`src/order_completion_sequencer_cfg.svh`:
```
// Purpose: timing and reset constants for the order completion sequencer
// Assumes: one clock, synchronous reset
// Notes:   included by the package and the design files
`ifndef ORDER_COMPLETION_SEQUENCER_CFG_SVH
`define ORDER_COMPLETION_SEQUENCER_CFG_SVH
`define OCS_CLK_PERIOD_NS    8
`define OCS_NUM_COMPLETIONS  6
`define OCS_TAPE_DIGITS      4
`define OCS_FLAG_RESET       1'b0
`define OCS_STOP_RESET       1'b1
`define OCS_CE_IDX           0
`define OCS_CT_IDX           1
`define OCS_STOP_IDX         2
`define OCS_LOAD_IDX         3
`define OCS_STORE_IDX        4
`define OCS_ARITH_IDX        5
`endif

```
`src/order_completion_sequencer_pkg.sv`:
```
// Purpose: shared types for the order completion sequencer
// Assumes: constants come from the cfg header
// Notes:   types only
`include "order_completion_sequencer_cfg.svh"
package order_completion_sequencer_pkg;
    typedef struct packed {
        logic accum_transfer_order_group;
        logic arithmetic_order_group;
        logic shift_io_order_group;
        logic cond_transfer_order;
        logic transfer_order;
        logic stop_ignore_order;
        logic load_order;
        logic store_order;
        logic memory_order;
    } order_groups_t;

    typedef struct packed {
        logic have_cleared_gated;
        logic have_used_memory;
        logic have_gated_dispatch;
    } mem_checks_t;

    typedef enum logic [1:0] {
        ST_CONTROL = 2'b00,
        ST_OPERATE = 2'b01,
        ST_DONE    = 2'b11,
        ST_TURN    = 2'b10
    } seq_state_t;

    typedef enum logic [1:0] {
        EN_IDLE  = 2'b00,
        EN_STOP  = 2'b01,
        EN_WAIT  = 2'b11,
        EN_END   = 2'b10
    } end_state_t;
endpackage : order_completion_sequencer_pkg

```
`src/arith_end_unit.sv`:
```
// Purpose: stop/end flipflops, end enable and multiplication correction
// Assumes: gate strobes are single level samples on sys_clk_i
// Notes:   correction runs false control for exactly one cycle
`include "order_completion_sequencer_cfg.svh"
`timescale 1ns/100ps
module arith_end_unit (
    input  wire logic sys_clk_i,
    input  wire logic sys_rst_i,
    input  wire logic clk_en_i,
    input  wire logic last_clear_gate_i,
    input  wire logic final_gate_i,
    input  wire logic black_gate_i,
    input  wire logic mult_no_correct_i,
    output logic      stop_ff_o,
    output logic      end_ff_o,
    output logic      end_enable_o,
    output logic      false_ctrl_o,
    output logic      correction_start_o
);
    logic black_q;
    logic end_enable_q;
    logic false_q;
    logic corr_q;
    wire  black_rise = black_gate_i & ~black_q;
    wire  corr_req   = end_enable_q & ~mult_no_correct_i & ~false_q;

    always_ff @(posedge sys_clk_i) begin
        if (sys_rst_i) begin
            stop_ff_o    <= `OCS_STOP_RESET;
            end_ff_o     <= `OCS_FLAG_RESET;
            black_q      <= `OCS_FLAG_RESET;
            end_enable_q <= `OCS_FLAG_RESET;
            false_q      <= `OCS_FLAG_RESET;
            corr_q       <= `OCS_FLAG_RESET;
        end else if (clk_en_i) begin
            black_q <= black_gate_i;
            if (last_clear_gate_i)
                stop_ff_o <= 1'b0; // RULE17
            else if (false_q)
                stop_ff_o <= 1'b0; // RULE20
            if (false_q)
                end_ff_o <= 1'b0; // RULE20
            else if (!stop_ff_o && final_gate_i)
                end_ff_o <= 1'b1; // RULE17
            if (false_q)
                end_enable_q <= 1'b0;
            else if (end_ff_o && black_rise)
                end_enable_q <= 1'b1; // RULE17
            else if (!end_ff_o)
                end_enable_q <= 1'b0;
            false_q <= corr_req; // RULE20
            corr_q  <= false_q;  // RULE20
        end
    end
    assign end_enable_o       = end_enable_q;
    assign false_ctrl_o       = false_q;
    assign correction_start_o = corr_q;
endmodule : arith_end_unit

```
`src/completion_decode.sv`:
```
// Purpose: forms the six completion signals
// Assumes: checks are levels valid while the order is held
// Notes:   purely combinational
`include "order_completion_sequencer_cfg.svh"
`timescale 1ns/100ps
module completion_decode (
    input  order_completion_sequencer_pkg::order_groups_t groups_i,
    input  order_completion_sequencer_pkg::mem_checks_t   checks_i,
    input  wire logic                                   sign_digit_i,
    input  wire logic                                   operate_i,
    input  wire logic                                   end_enable_i,
    input  wire logic                                   tape_end_done_i,
    input  wire logic                                   mult_no_corr_i,
    output logic [`OCS_NUM_COMPLETIONS-1:0]             compl_o
);
    wire used_xfer = checks_i.have_used_memory & checks_i.have_cleared_gated;
    wire used_disp = checks_i.have_used_memory & checks_i.have_gated_dispatch;
    wire arith_any = groups_i.accum_transfer_order_group
                   | groups_i.arithmetic_order_group
                   | groups_i.shift_io_order_group;

    assign compl_o[`OCS_CE_IDX]    = groups_i.cond_transfer_order
                                   & sign_digit_i & operate_i;    // RULE7
    assign compl_o[`OCS_CT_IDX]    = groups_i.transfer_order
                                   & used_disp;                   // RULE8 RULE13
    assign compl_o[`OCS_STOP_IDX]  = groups_i.stop_ignore_order
                                   & used_disp;                   // RULE9 RULE13
    assign compl_o[`OCS_LOAD_IDX]  = groups_i.load_order
                                   & used_xfer;                   // RULE10 RULE13
    assign compl_o[`OCS_STORE_IDX] = groups_i.store_order
                                   & checks_i.have_used_memory;   // RULE11 RULE13
    assign compl_o[`OCS_ARITH_IDX] = arith_any & end_enable_i
                                   & tape_end_done_i
                                   & mult_no_corr_i;              // RULE12 RULE18
endmodule : completion_decode

```
`src/order_completion_sequencer.sv`:
```
// Purpose: interplay control, completion flipflop and operate turnover
// Assumes: memory action cycles reported as level indications
// Notes:   one clock, one clock enable freezes all state
// Overview of operation
// [RULE1] any of three order groups requests shift counter reset
// [RULE2] shift/print/input go condition met when counter reset begins
// [RULE3] transfer and arithmetic orders wait for a full action cycle
// [RULE4] action cycle moves address and numbers into control and third register
// [RULE5] go needs transfer check, memory used and dispatch gate for transfers
// [RULE6] six completion signals, one per order class
// [RULE7] conditional transfer needs sign digit one and operate state
// [RULE8] transfer completion after address reaches control counter
// [RULE9] ignored stop completes after address transfer finishes
// [RULE10] load completes after memory word reaches arithmetic register
// [RULE11] store completes after accumulator word written to memory
// [RULE12] arithmetic completion ends every arithmetic stop order
// [RULE13] single-cycle completions need memory used plus their check; store completion here uses memory used alone
// [RULE14] completion sets completion flipflop which returns to control
// [RULE15] completion flipflop cleared in control; gates operate memory enable
// [RULE16] turnover waits for memory enable gone and memory used dropped
// [RULE17] stop cleared, end set, end enable on next black gate rise
// [RULE18] arithmetic completion is end enable and tape end and no correction
// [RULE19] input order gates four tape digits before completing
// [RULE20] correction raises false control, resets flops, starts subtraction
// [RULE21] memory orders request action cycle; completion clears sync flipflop
// [RULE22] orders without memory turn over as soon as flipflop sets
// [RULE23] reset enable clears shift counter; go starts clear-gate sequences
// [RULE24] all signals are active-high levels on one clock
`include "order_completion_sequencer_cfg.svh"
`timescale 1ns/100ps
module order_completion_sequencer (
    input  wire logic                                   sys_clk_i,
    input  wire logic                                   sys_rst_i,
    input  wire logic                                   clk_en_i,
    input  wire logic                                   order_start_i,
    input  order_completion_sequencer_pkg::order_groups_t groups_i,
    input  order_completion_sequencer_pkg::mem_checks_t   checks_i,
    input  wire logic                                   counter_reset_done_i,
    input  wire logic                                   sign_digit_i,
    input  wire logic                                   input_order_i,
    input  wire logic [`OCS_TAPE_DIGITS-1:0]            tape_digits_i,
    input  wire logic                                   last_clear_gate_i,
    input  wire logic                                   final_gate_i,
    input  wire logic                                   black_gate_i,
    input  wire logic                                   mult_no_correct_i,
    output logic                                        reset_enable_o,
    output logic                                        go_enable_o,
    output logic                                        operate_memory_request,
    output logic                                        addr_to_ctrl_o,
    output logic                                        r2_to_r3_o,
    output logic                                        mem_to_r3_o,
    output logic [`OCS_NUM_COMPLETIONS-1:0]             completion_o,
    output logic                                        completion_ff_o,
    output logic                                        operate_o,
    output logic                                        sync_ff_o,
    output logic                                        tape_gate_o,
    output logic [`OCS_TAPE_DIGITS-1:0]                 accum_digits_o,
    output logic                                        stop_ff_o,
    output logic                                        end_ff_o,
    output logic                                        end_enable_o,
    output logic                                        false_ctrl_o,
    output logic                                        correction_start_o
);
    order_completion_sequencer_pkg::seq_state_t state_q;
    order_completion_sequencer_pkg::seq_state_t state_d;
    logic                          compl_ff_q;
    logic                          sync_q;
    logic                          reset_started_q;
    logic                          tape_busy_q;
    logic                          tape_done_q;
    logic [`OCS_TAPE_DIGITS-1:0]   accum_q;
    logic [`OCS_NUM_COMPLETIONS-1:0] compl_w;
    logic                          end_en_w;

    function automatic logic arith_group(
        input order_completion_sequencer_pkg::order_groups_t g);
        arith_group = g.accum_transfer_order_group
                    | g.arithmetic_order_group
                    | g.shift_io_order_group;
    endfunction : arith_group

    wire operate   = (state_q == order_completion_sequencer_pkg::ST_OPERATE)
                   | (state_q == order_completion_sequencer_pkg::ST_DONE);
    wire in_ctrl   = (state_q == order_completion_sequencer_pkg::ST_CONTROL);
    wire any_arith = operate & arith_group(groups_i);
    wire any_compl = |compl_w;
    wire tape_ok   = ~input_order_i | tape_done_q;

    // reset enable stays up while any arithmetic-unit order is live
    assign reset_enable_o = any_arith; // RULE1 RULE23

    // last go condition, split by order group
    wire go_shift = groups_i.shift_io_order_group
                  & (reset_started_q | reset_enable_o); // RULE2
    wire mem_ok   = checks_i.have_used_memory
                  & checks_i.have_cleared_gated; // RULE3 RULE5
    wire go_arith = groups_i.arithmetic_order_group & mem_ok; // RULE5
    wire go_accum = groups_i.accum_transfer_order_group & mem_ok
                  & checks_i.have_gated_dispatch; // RULE5
    assign go_enable_o = operate & counter_reset_done_i
                       & (go_shift | go_arith | go_accum); // RULE23

    // memory enable interrupted by the completion flipflop
    assign operate_memory_request = operate & groups_i.memory_order
                                  & ~compl_ff_q; // RULE15 RULE21

    // action cycle transfers while memory is requested but not yet reported used
    wire act = operate_memory_request & ~checks_i.have_used_memory;
    assign addr_to_ctrl_o = act & (groups_i.accum_transfer_order_group
                                 | groups_i.transfer_order
                                 | groups_i.stop_ignore_order); // RULE4
    assign r2_to_r3_o  = act & groups_i.accum_transfer_order_group; // RULE4
    assign mem_to_r3_o = act & (groups_i.arithmetic_order_group
                              | groups_i.load_order); // RULE4

    completion_decode u_decode (
        .groups_i        (groups_i),
        .checks_i        (checks_i),
        .sign_digit_i    (sign_digit_i),
        .operate_i       (operate),
        .end_enable_i    (end_en_w),
        .tape_end_done_i (tape_ok),
        .mult_no_corr_i  (mult_no_correct_i),
        .compl_o         (compl_w)
    ); // RULE6

    // rearm stop logic between orders, else end enable stays set
    wire stop_rearm = sys_rst_i | (clk_en_i & ~any_arith);

    arith_end_unit u_arith_end (
        .sys_clk_i          (sys_clk_i),
        .sys_rst_i          (stop_rearm),
        .clk_en_i           (clk_en_i),
        .last_clear_gate_i  (last_clear_gate_i),
        .final_gate_i       (final_gate_i),
        .black_gate_i       (black_gate_i),
        .mult_no_correct_i  (mult_no_correct_i),
        .stop_ff_o          (stop_ff_o),
        .end_ff_o           (end_ff_o),
        .end_enable_o       (end_en_w),
        .false_ctrl_o       (false_ctrl_o),
        .correction_start_o (correction_start_o)
    );
    assign end_enable_o = end_en_w;

    // completion only counts while operating
    assign completion_o = operate ? compl_w
                                  : {`OCS_NUM_COMPLETIONS{1'b0}};

    // turnover waits for memory to let go; non-memory orders never wait
    wire turn_ok = compl_ff_q & ~operate_memory_request
                 & (~groups_i.memory_order
                    | ~checks_i.have_used_memory); // RULE16 RULE22

    always_comb begin
        state_d = state_q;
        case (state_q)
            order_completion_sequencer_pkg::ST_CONTROL: begin
                if (order_start_i)
                    state_d = order_completion_sequencer_pkg::ST_OPERATE;
            end
            order_completion_sequencer_pkg::ST_OPERATE: begin
                if (compl_ff_q)
                    state_d = order_completion_sequencer_pkg::ST_DONE;
            end
            order_completion_sequencer_pkg::ST_DONE: begin
                if (turn_ok)
                    state_d = order_completion_sequencer_pkg::ST_TURN;
            end
            order_completion_sequencer_pkg::ST_TURN: begin
                state_d = order_completion_sequencer_pkg::ST_CONTROL;
            end
            default: state_d = order_completion_sequencer_pkg::ST_CONTROL;
        endcase
    end

    always_ff @(posedge sys_clk_i) begin
        if (sys_rst_i) begin
            state_q         <= order_completion_sequencer_pkg::ST_CONTROL;
            compl_ff_q      <= `OCS_FLAG_RESET;
            sync_q          <= `OCS_FLAG_RESET;
            reset_started_q <= `OCS_FLAG_RESET;
        end else if (clk_en_i) begin
            state_q <= state_d; // RULE14
            if (operate && any_compl)
                compl_ff_q <= 1'b1; // RULE14
            else if (in_ctrl)
                compl_ff_q <= 1'b0; // RULE15
            if (operate && any_compl)
                sync_q <= 1'b0; // RULE21
            else if (operate_memory_request)
                sync_q <= 1'b1;
            reset_started_q <= any_arith & (reset_started_q | reset_enable_o);
        end
    end

    // tape tail: digits gated after end enable, then tape end released
    always_ff @(posedge sys_clk_i) begin
        if (sys_rst_i) begin
            tape_busy_q <= `OCS_FLAG_RESET;
            tape_done_q <= `OCS_FLAG_RESET;
            accum_q     <= {`OCS_TAPE_DIGITS{1'b0}};
        end else if (clk_en_i) begin
            if (!operate) begin
                tape_busy_q <= 1'b0;
                tape_done_q <= 1'b0;
            end else if (input_order_i && end_en_w && !tape_done_q) begin
                tape_busy_q <= ~tape_busy_q;
                tape_done_q <= tape_busy_q; // RULE19
                if (!tape_busy_q)
                    accum_q <= tape_digits_i; // RULE19
            end
        end
    end

    assign completion_ff_o = compl_ff_q;
    assign operate_o       = operate;
    assign sync_ff_o       = sync_q;
    assign tape_gate_o     = tape_busy_q;
    assign accum_digits_o  = accum_q;
endmodule : order_completion_sequencer

```
`config.mk`:
```
export PLATFORM = sky130hd
export DESIGN_NAME = order_completion_sequencer
export DESIGN_NICKNAME = d
export VERILOG_FILES = /design/src/order_completion_sequencer_pkg.sv /design/src/arith_end_unit.sv /design/src/completion_decode.sv /design/src/order_completion_sequencer.sv
export VERILOG_INCLUDE_DIRS = /design/src
export SDC_FILE = /design/constraint.sdc
export NUM_CORES = 1
export LEC_CHECK = 0
export BUFFER_PORTS_ARGS = -buffer_cell sky130_fd_sc_hd__buf_4
export CAP_MARGIN = 0
export CORE_ASPECT_RATIO = 0.75
export CORE_UTILIZATION = 45
export CTS_CLUSTER_SIZE = 20
export DETAILED_ROUTE_END_ITERATION = 8
export PLACE_DENSITY = 0.95
export SYNTH_ARGS = -nofsm -noshare
export SYNTH_HDL_FRONTEND = slang
export SYNTH_SLANG_ARGS = --single-unit
```
`constraint.sdc`:
```
create_clock -name sys_clk_i -period 2 [get_ports sys_clk_i]
set_input_delay 0.2 -clock sys_clk_i [delete_from_list [all_inputs] [get_ports sys_clk_i]]
set_output_delay 0.2 -clock sys_clk_i [all_outputs]
set_load 0.01 [all_outputs]
```
==> results of run 1 <==
## cell usage after synthesis, types with 2 or more instances
cell      count  share of area [%]
a21o_1        2                1.8
a211oi_1      3                2.6
a31oi_1       5                3.6
o21ai_0       7                4.1
buf_2         2                1.2
nand3_1       5                2.9
and3_1        2                1.5
mux2i_1       2                2.3
o21a_1        2                1.8
and4_1        2                2.0
a21oi_1      10                5.8
nor2_1        8                3.5
clkbuf_1      3                1.3
inv_1         8                3.5
dfxtp_1      16                 37
nor3_1        5                2.9
nand2_1       6                2.6
## metal layers
metal / GRT usage, % / vias to the layer above / routed length [µm]
met1: 27.9 / 478 / 1050
met3: 6.59 / 0 / 220
met5: 0 / - / 0
met2: 43.7 / 45 / 1180
met4: 3.95 / 0 / 0
li1: - / 500 / -
## area by class of cell
cell class,instances,area [µm²],share of cell area (%)
Multi-Input combinational cell,77,482,37.7
Timing Repair Buffer,51,383,29.9
Sequential cell,16,320,25.0
Clock buffer,4,36.3,2.84
Inverter,8,30.0,2.35
Tap cell,22,27.5,2.15
## state kept, by name, summed over array words and instances, names as in the netlist
name                            count
u_arith_end.correction_start_o      1
completion_ff_o                     1
state_q                             2
accum_digits_o                      4
u_arith_end.end_enable_o            1
tape_done_q                         1
sync_ff_o                           1
u_arith_end.false_ctrl_o            1
u_arith_end.stop_ff_o               1
u_arith_end.end_ff_o                1
u_arith_end.black_q                 1
tape_gate_o                         1
## worst max path at each step
| stage | from | end | slack, ns | cells after the start |
|---|---|---|---|---|
| 2_1_floorplan | tape_done_q$_SDFFE_PP0P_ | completion_ff_o$_SDFFE_PP0P_ | 0.71 | 3 |
| 3_3_place_gp | state_q[0]$_SDFFE_PP0P_ | addr_to_ctrl_o | 0.60 | 4 |
| 3_5_place_dp | state_q[0]$_SDFFE_PP0P_ | addr_to_ctrl_o | 0.47 | 4 |
| 4_1_cts | state_q[0]$_SDFFE_PP0P_ | addr_to_ctrl_o | 0.13 | 4 |
| 5_1_grt | state_q[0]$_SDFFE_PP0P_ | addr_to_ctrl_o | 0.02 | 4 |
| 6_report | state_q[0]$_SDFFE_PP0P_ | addr_to_ctrl_o | 0.12 | 4 |
## logic make-up after synthesis
family	Yosys count
AO/OA/AOI/OAI	37
flip-flops	16
multiplexers	2
buffers and inverters	14
AND/OR/NAND/NOR	38
## through the flow
step | setup WS, ns | util, %
6_report | 0.118 | 72.8
5_1_grt | 0.0175 | 72.8
4_1_cts | 0.130 | 72.8
3_5_place_dp | 0.472 | 70.7
3_3_place_gp | 0.597 | 70.7
2_1_floorplan | 0.712 | -
## critical path: cells and delay by family, from the launching register on
kind / cells / cell delay, ns
AO/OA/AOI/OAI: 1 / 0.22
buffers and inverters: 1 / 0.11
flip-flops: 1 / 0.64
AND/OR/NAND/NOR: 2 / 0.43
## where the power goes
part	leakage [nW]	internal [mW]	switching (mW)	total [mW]
combinational	0.452	0.0757	0.0683	0.144
sequential	0.130	0.326	0.0139	0.340
clock	0.0210	0.111	0.105	0.216
==> out/metrics.cfg, run 1 <==
[global_routing]
grt_max_degree=18
grtUsageTotal_pct=23.7
first_global_vias=845
antenna_found_initial=0
grt_pass1_wl_um=3510
grt_overflow=0

[synthesis]
synth_mux_area_share_pct=2.34
ys_seq_area_share_pct=37.4
synth-simple-area-share_pct=25.5
synth_compound_area_share_pct=28.3
synth_top_family_by_area=compound AO/OA/AOI/OAI gates
post_synth_num_cell_types=36
synth_area_um2=857
synth.net_count=134
postSynthAreaPerCell_um2=8.01
synth_xor_area_share_pct=0
synthFlopType=dfxtp_1
synth-seq-cells=16
synthCells=107
async_flop_share_pct=0
synth_edf_count=0
ys.warnings.count=0
synthAdderAreaFrac_pct=0

[run_status]
status=complete, no violations

[final_layout]
nets=184
nFillCells=157
drive_gt1_share_pct=38.5
design_area_um2=1280
layout_common_cells=buf_4 (51), dfxtp_1 (16), a21oi_1 (10)
diodes=0
layout_commonest_cell=buf_4
fin_cells=178
syn2layout_area_growth_pct=49.2

[timing]
holdWs_ns=0.149
slew_viol_final=0
period_share_pct=94.1
setup_violations=0
finalCriticalPeriod_ns=1.88
timing.fmax_mhz=531
maxSlewHeadroom_pct=67.5
skew_ns=0.00644
finalSetupTns_ns=0
rsz0062_at_grt=no
tightest_slew_ns=0.486
hold_violations=0

[critical_path]
rr_worst_depth=3
timing.rr.end=u_arith_end.end_ff_o$_SDFFE_PP0P_
crit_chain=nand2_1 -> nor3_1 -> o31a_2 -> buf_4
crit_path_start_kind=flip-flop
crit_required_ns=1.80
crit_path_end_kind=output port
max_stage_delay_ns=0.64
critical_path_class=flip-flop to output port
r2r_slack_ns=0.57
slowest_stage=dfxtp_1
crit_arrival_ns=1.68
r2r_start=state_q[0]$_SDFFE_PP0P_
cp_max_fo=16

[place]
dp.cells=174
place.port_buffers=51
place_congestion=0.849
dp_hpwl_um=1830
dpl-instance-area_um2=1240

[clocking]
clkSlewWorstSetupHoldPaths_ns=0.10
cts_resized=0
htree_levels=1
clock_sinks=16
cts_setup_buffers=0
cts_tree=yes
clock_latency_ns=0.29
ctsHoldBuffers=0
root_buffer=clkbuf_4
clock_path_buffers=2
cts_made_buffers=3

[routing]
via_per_inst=5.75
drt_wl_total_um=2450
firstDrtPassIters=4
wl_per_cell_um=13.8
detail_route.iter0.violations=11
detail-route-antenna-nets=0
num_vias=1023
drc=0

[min_path]
hold_end=accum_digits_o[2]$_SDFFE_PP0P_
whs_path_depth=2
hp-class=primary input to flip-flop
min_from=sys_rst_i

[pwr]
vdd_drop_max_mv=0.731
power_leakage_nw=0.603
total_power_mw=0.700
pwr_density_cell_nw_per_um2=547

[floorplanning]
fp-row-count=13
fp.dieArea_um2=2090
start_util_pct=48.8
die_w_um=52.4
die_h_um=39.8
core_area_um2=1760
ios=52

[job]
cap_violations=0

Note: power is estimated with default switching activity, not from simulation.
==> run 2, diff against run 1 <==
--- a/config.mk
+++ b/config.mk
@@ -8,7 +8,6 @@
 export LEC_CHECK = 0
 export BUFFER_PORTS_ARGS = -buffer_cell sky130_fd_sc_hd__buf_4
 export CAP_MARGIN = 0
-export CORE_ASPECT_RATIO = 0.75
 export CORE_UTILIZATION = 45
 export CTS_CLUSTER_SIZE = 20
 export DETAILED_ROUTE_END_ITERATION = 8
==> out/metrics.cfg, run 2 (synthesis results as in run 1) <==
[run_status]
status=complete, no violations

[timing]
hold_violations=0
skew_ns=0.00911
timing.fmax_mhz=542
setup_violations=0
rsz0062_at_grt=no
worst_slack_ns=0.156
tightest_slew_ns=0.496
finalSetupTns_ns=0
holdWs_ns=0.135
maxSlewHeadroom_pct=66.7
slew_viol_final=0
finalCriticalPeriod_ns=1.84
period_share_pct=92.2

[clocking]
cts_tree=yes
clock_path_buffers=2
cts_made_buffers=3
clock_latency_ns=0.29
ctsHoldBuffers=0
cts_setup_buffers=0
cts_resized=0
htree_levels=1
clock_sinks=16
clkSlewWorstSetupHoldPaths_ns=0.10
root_buffer=clkbuf_4

[min_path]
hold_end=accum_digits_o[3]$_SDFFE_PP0P_
whs_path_depth=2
hp-class=primary input to flip-flop
min_from=sys_rst_i

[final_layout]
largest_reg_flops=4
utilization_pct=72.7
nets=184
syn2layout_area_growth_pct=49.6
drive_gt1_share_pct=38.5
layout_commonest_cell=buf_4
fin_cells=181
design_area_um2=1280
layout_common_cells=buf_4 (51), dfxtp_1 (16), a21oi_1 (10)
diodes=0

[floorplanning]
fp-row-count=15
die_w_um=45.6
die_h_um=45.6
ios=52
fp.dieArea_um2=2080
start_util_pct=48.6
core_area_um2=1760

[critical_path]
slowest_stage=dfxtp_1
cp_max_fo=16
r2r_slack_ns=0.54
rr_worst_depth=3
crit_required_ns=1.80
crit_chain=nand2_1 -> nor3_1 -> o31a_2 -> buf_4
r2r_start=state_q[0]$_SDFFE_PP0P_
timing.rr.end=u_arith_end.end_ff_o$_SDFFE_PP0P_
crit_arrival_ns=1.64
max_stage_delay_ns=0.63
crit_path_start_kind=flip-flop
crit_path_end_kind=output port
critical_path_class=flip-flop to output port

[pwr]
pwr_density_cell_nw_per_um2=546
power_leakage_nw=0.603
vdd_drop_max_mv=0.648
total_power_mw=0.700

[global_routing]
antenna_found_initial=0
grt_max_degree=18
grt_pass1_wl_um=3730
first_global_vias=886
grtUsageTotal_pct=25.4
grt_overflow=0

[routing]
num_vias=1020
firstDrtPassIters=4
via_per_inst=5.64
detail_route.iter0.violations=24
drt_wl_total_um=2450
wl_per_cell_um=13.5
detail-route-antenna-nets=0
drc=0

[place]
dp.cells=177
place.port_buffers=51
dp_hpwl_um=1890
dpl-instance-area_um2=1250
pre_cts_ws_ns=0.484
place_congestion=0.812

[job]
cap_violations=0

## run 2: cell counts in the layout (fill, tap and decap cells not counted)
No cell type changed its count.
## run 2: area by class of cell
| type | count | area [µm²] |
|---|---|---|
| repair buffers | 51 | 383 |
| clock buffers | 4 | 36.3 |
| inverters | 8 | 30.0 |
| flip-flops and latches | 16 | 320 |
| well taps | 25 | 31.3 |
| multi-input cells | 77 | 482 |
| fillers | 146 | 482 |
## run 2: power by group
part / internal (mW) / switching (mW) / leakage (nW)
logic: 0.0756 / 0.0678 / 0.452
registers: 0.326 / 0.0141 / 0.130
clock network: 0.111 / 0.105 / 0.0210
total: 0.513 / 0.187 / 0.603
## run 2: worst max-delay path by stage
stage | startpoint | to | slack, ns | cells past startpoint
after floorplan | tape_done_q$_SDFFE_PP0P_ | completion_ff_o$_SDFFE_PP0P_ | 0.71 | 3
after global placement | state_q[0]$_SDFFE_PP0P_ | addr_to_ctrl_o | 0.55 | 4
after detailed placement | state_q[0]$_SDFFE_PP0P_ | addr_to_ctrl_o | 0.48 | 4
after CTS | state_q[0]$_SDFFE_PP0P_ | addr_to_ctrl_o | 0.16 | 4
after global routing | state_q[0]$_SDFFE_PP0P_ | r2_to_r3_o | 0.05 | 4
final | state_q[0]$_SDFFE_PP0P_ | addr_to_ctrl_o | 0.16 | 4
## run 2: layer usage
layer	vias to the layer above	GRT usage (%)	wire length (µm)
met5	-	0	0
met4	0	15.2	52
met3	4	4.37	192
met2	48	46.0	1210
met1	474	26.9	992
li1	494	-	-
## run 2: critical path, delay by kind of cell, from the launching register on
| kind | cells | cell delay (ns) |
|---|---|---|
| AO/OA/AOI/OAI | 1 | 0.20 |
| buffers and inverters | 1 | 0.11 |
| flip-flops | 1 | 0.63 |
| AND/OR/NAND/NOR | 2 | 0.42 |
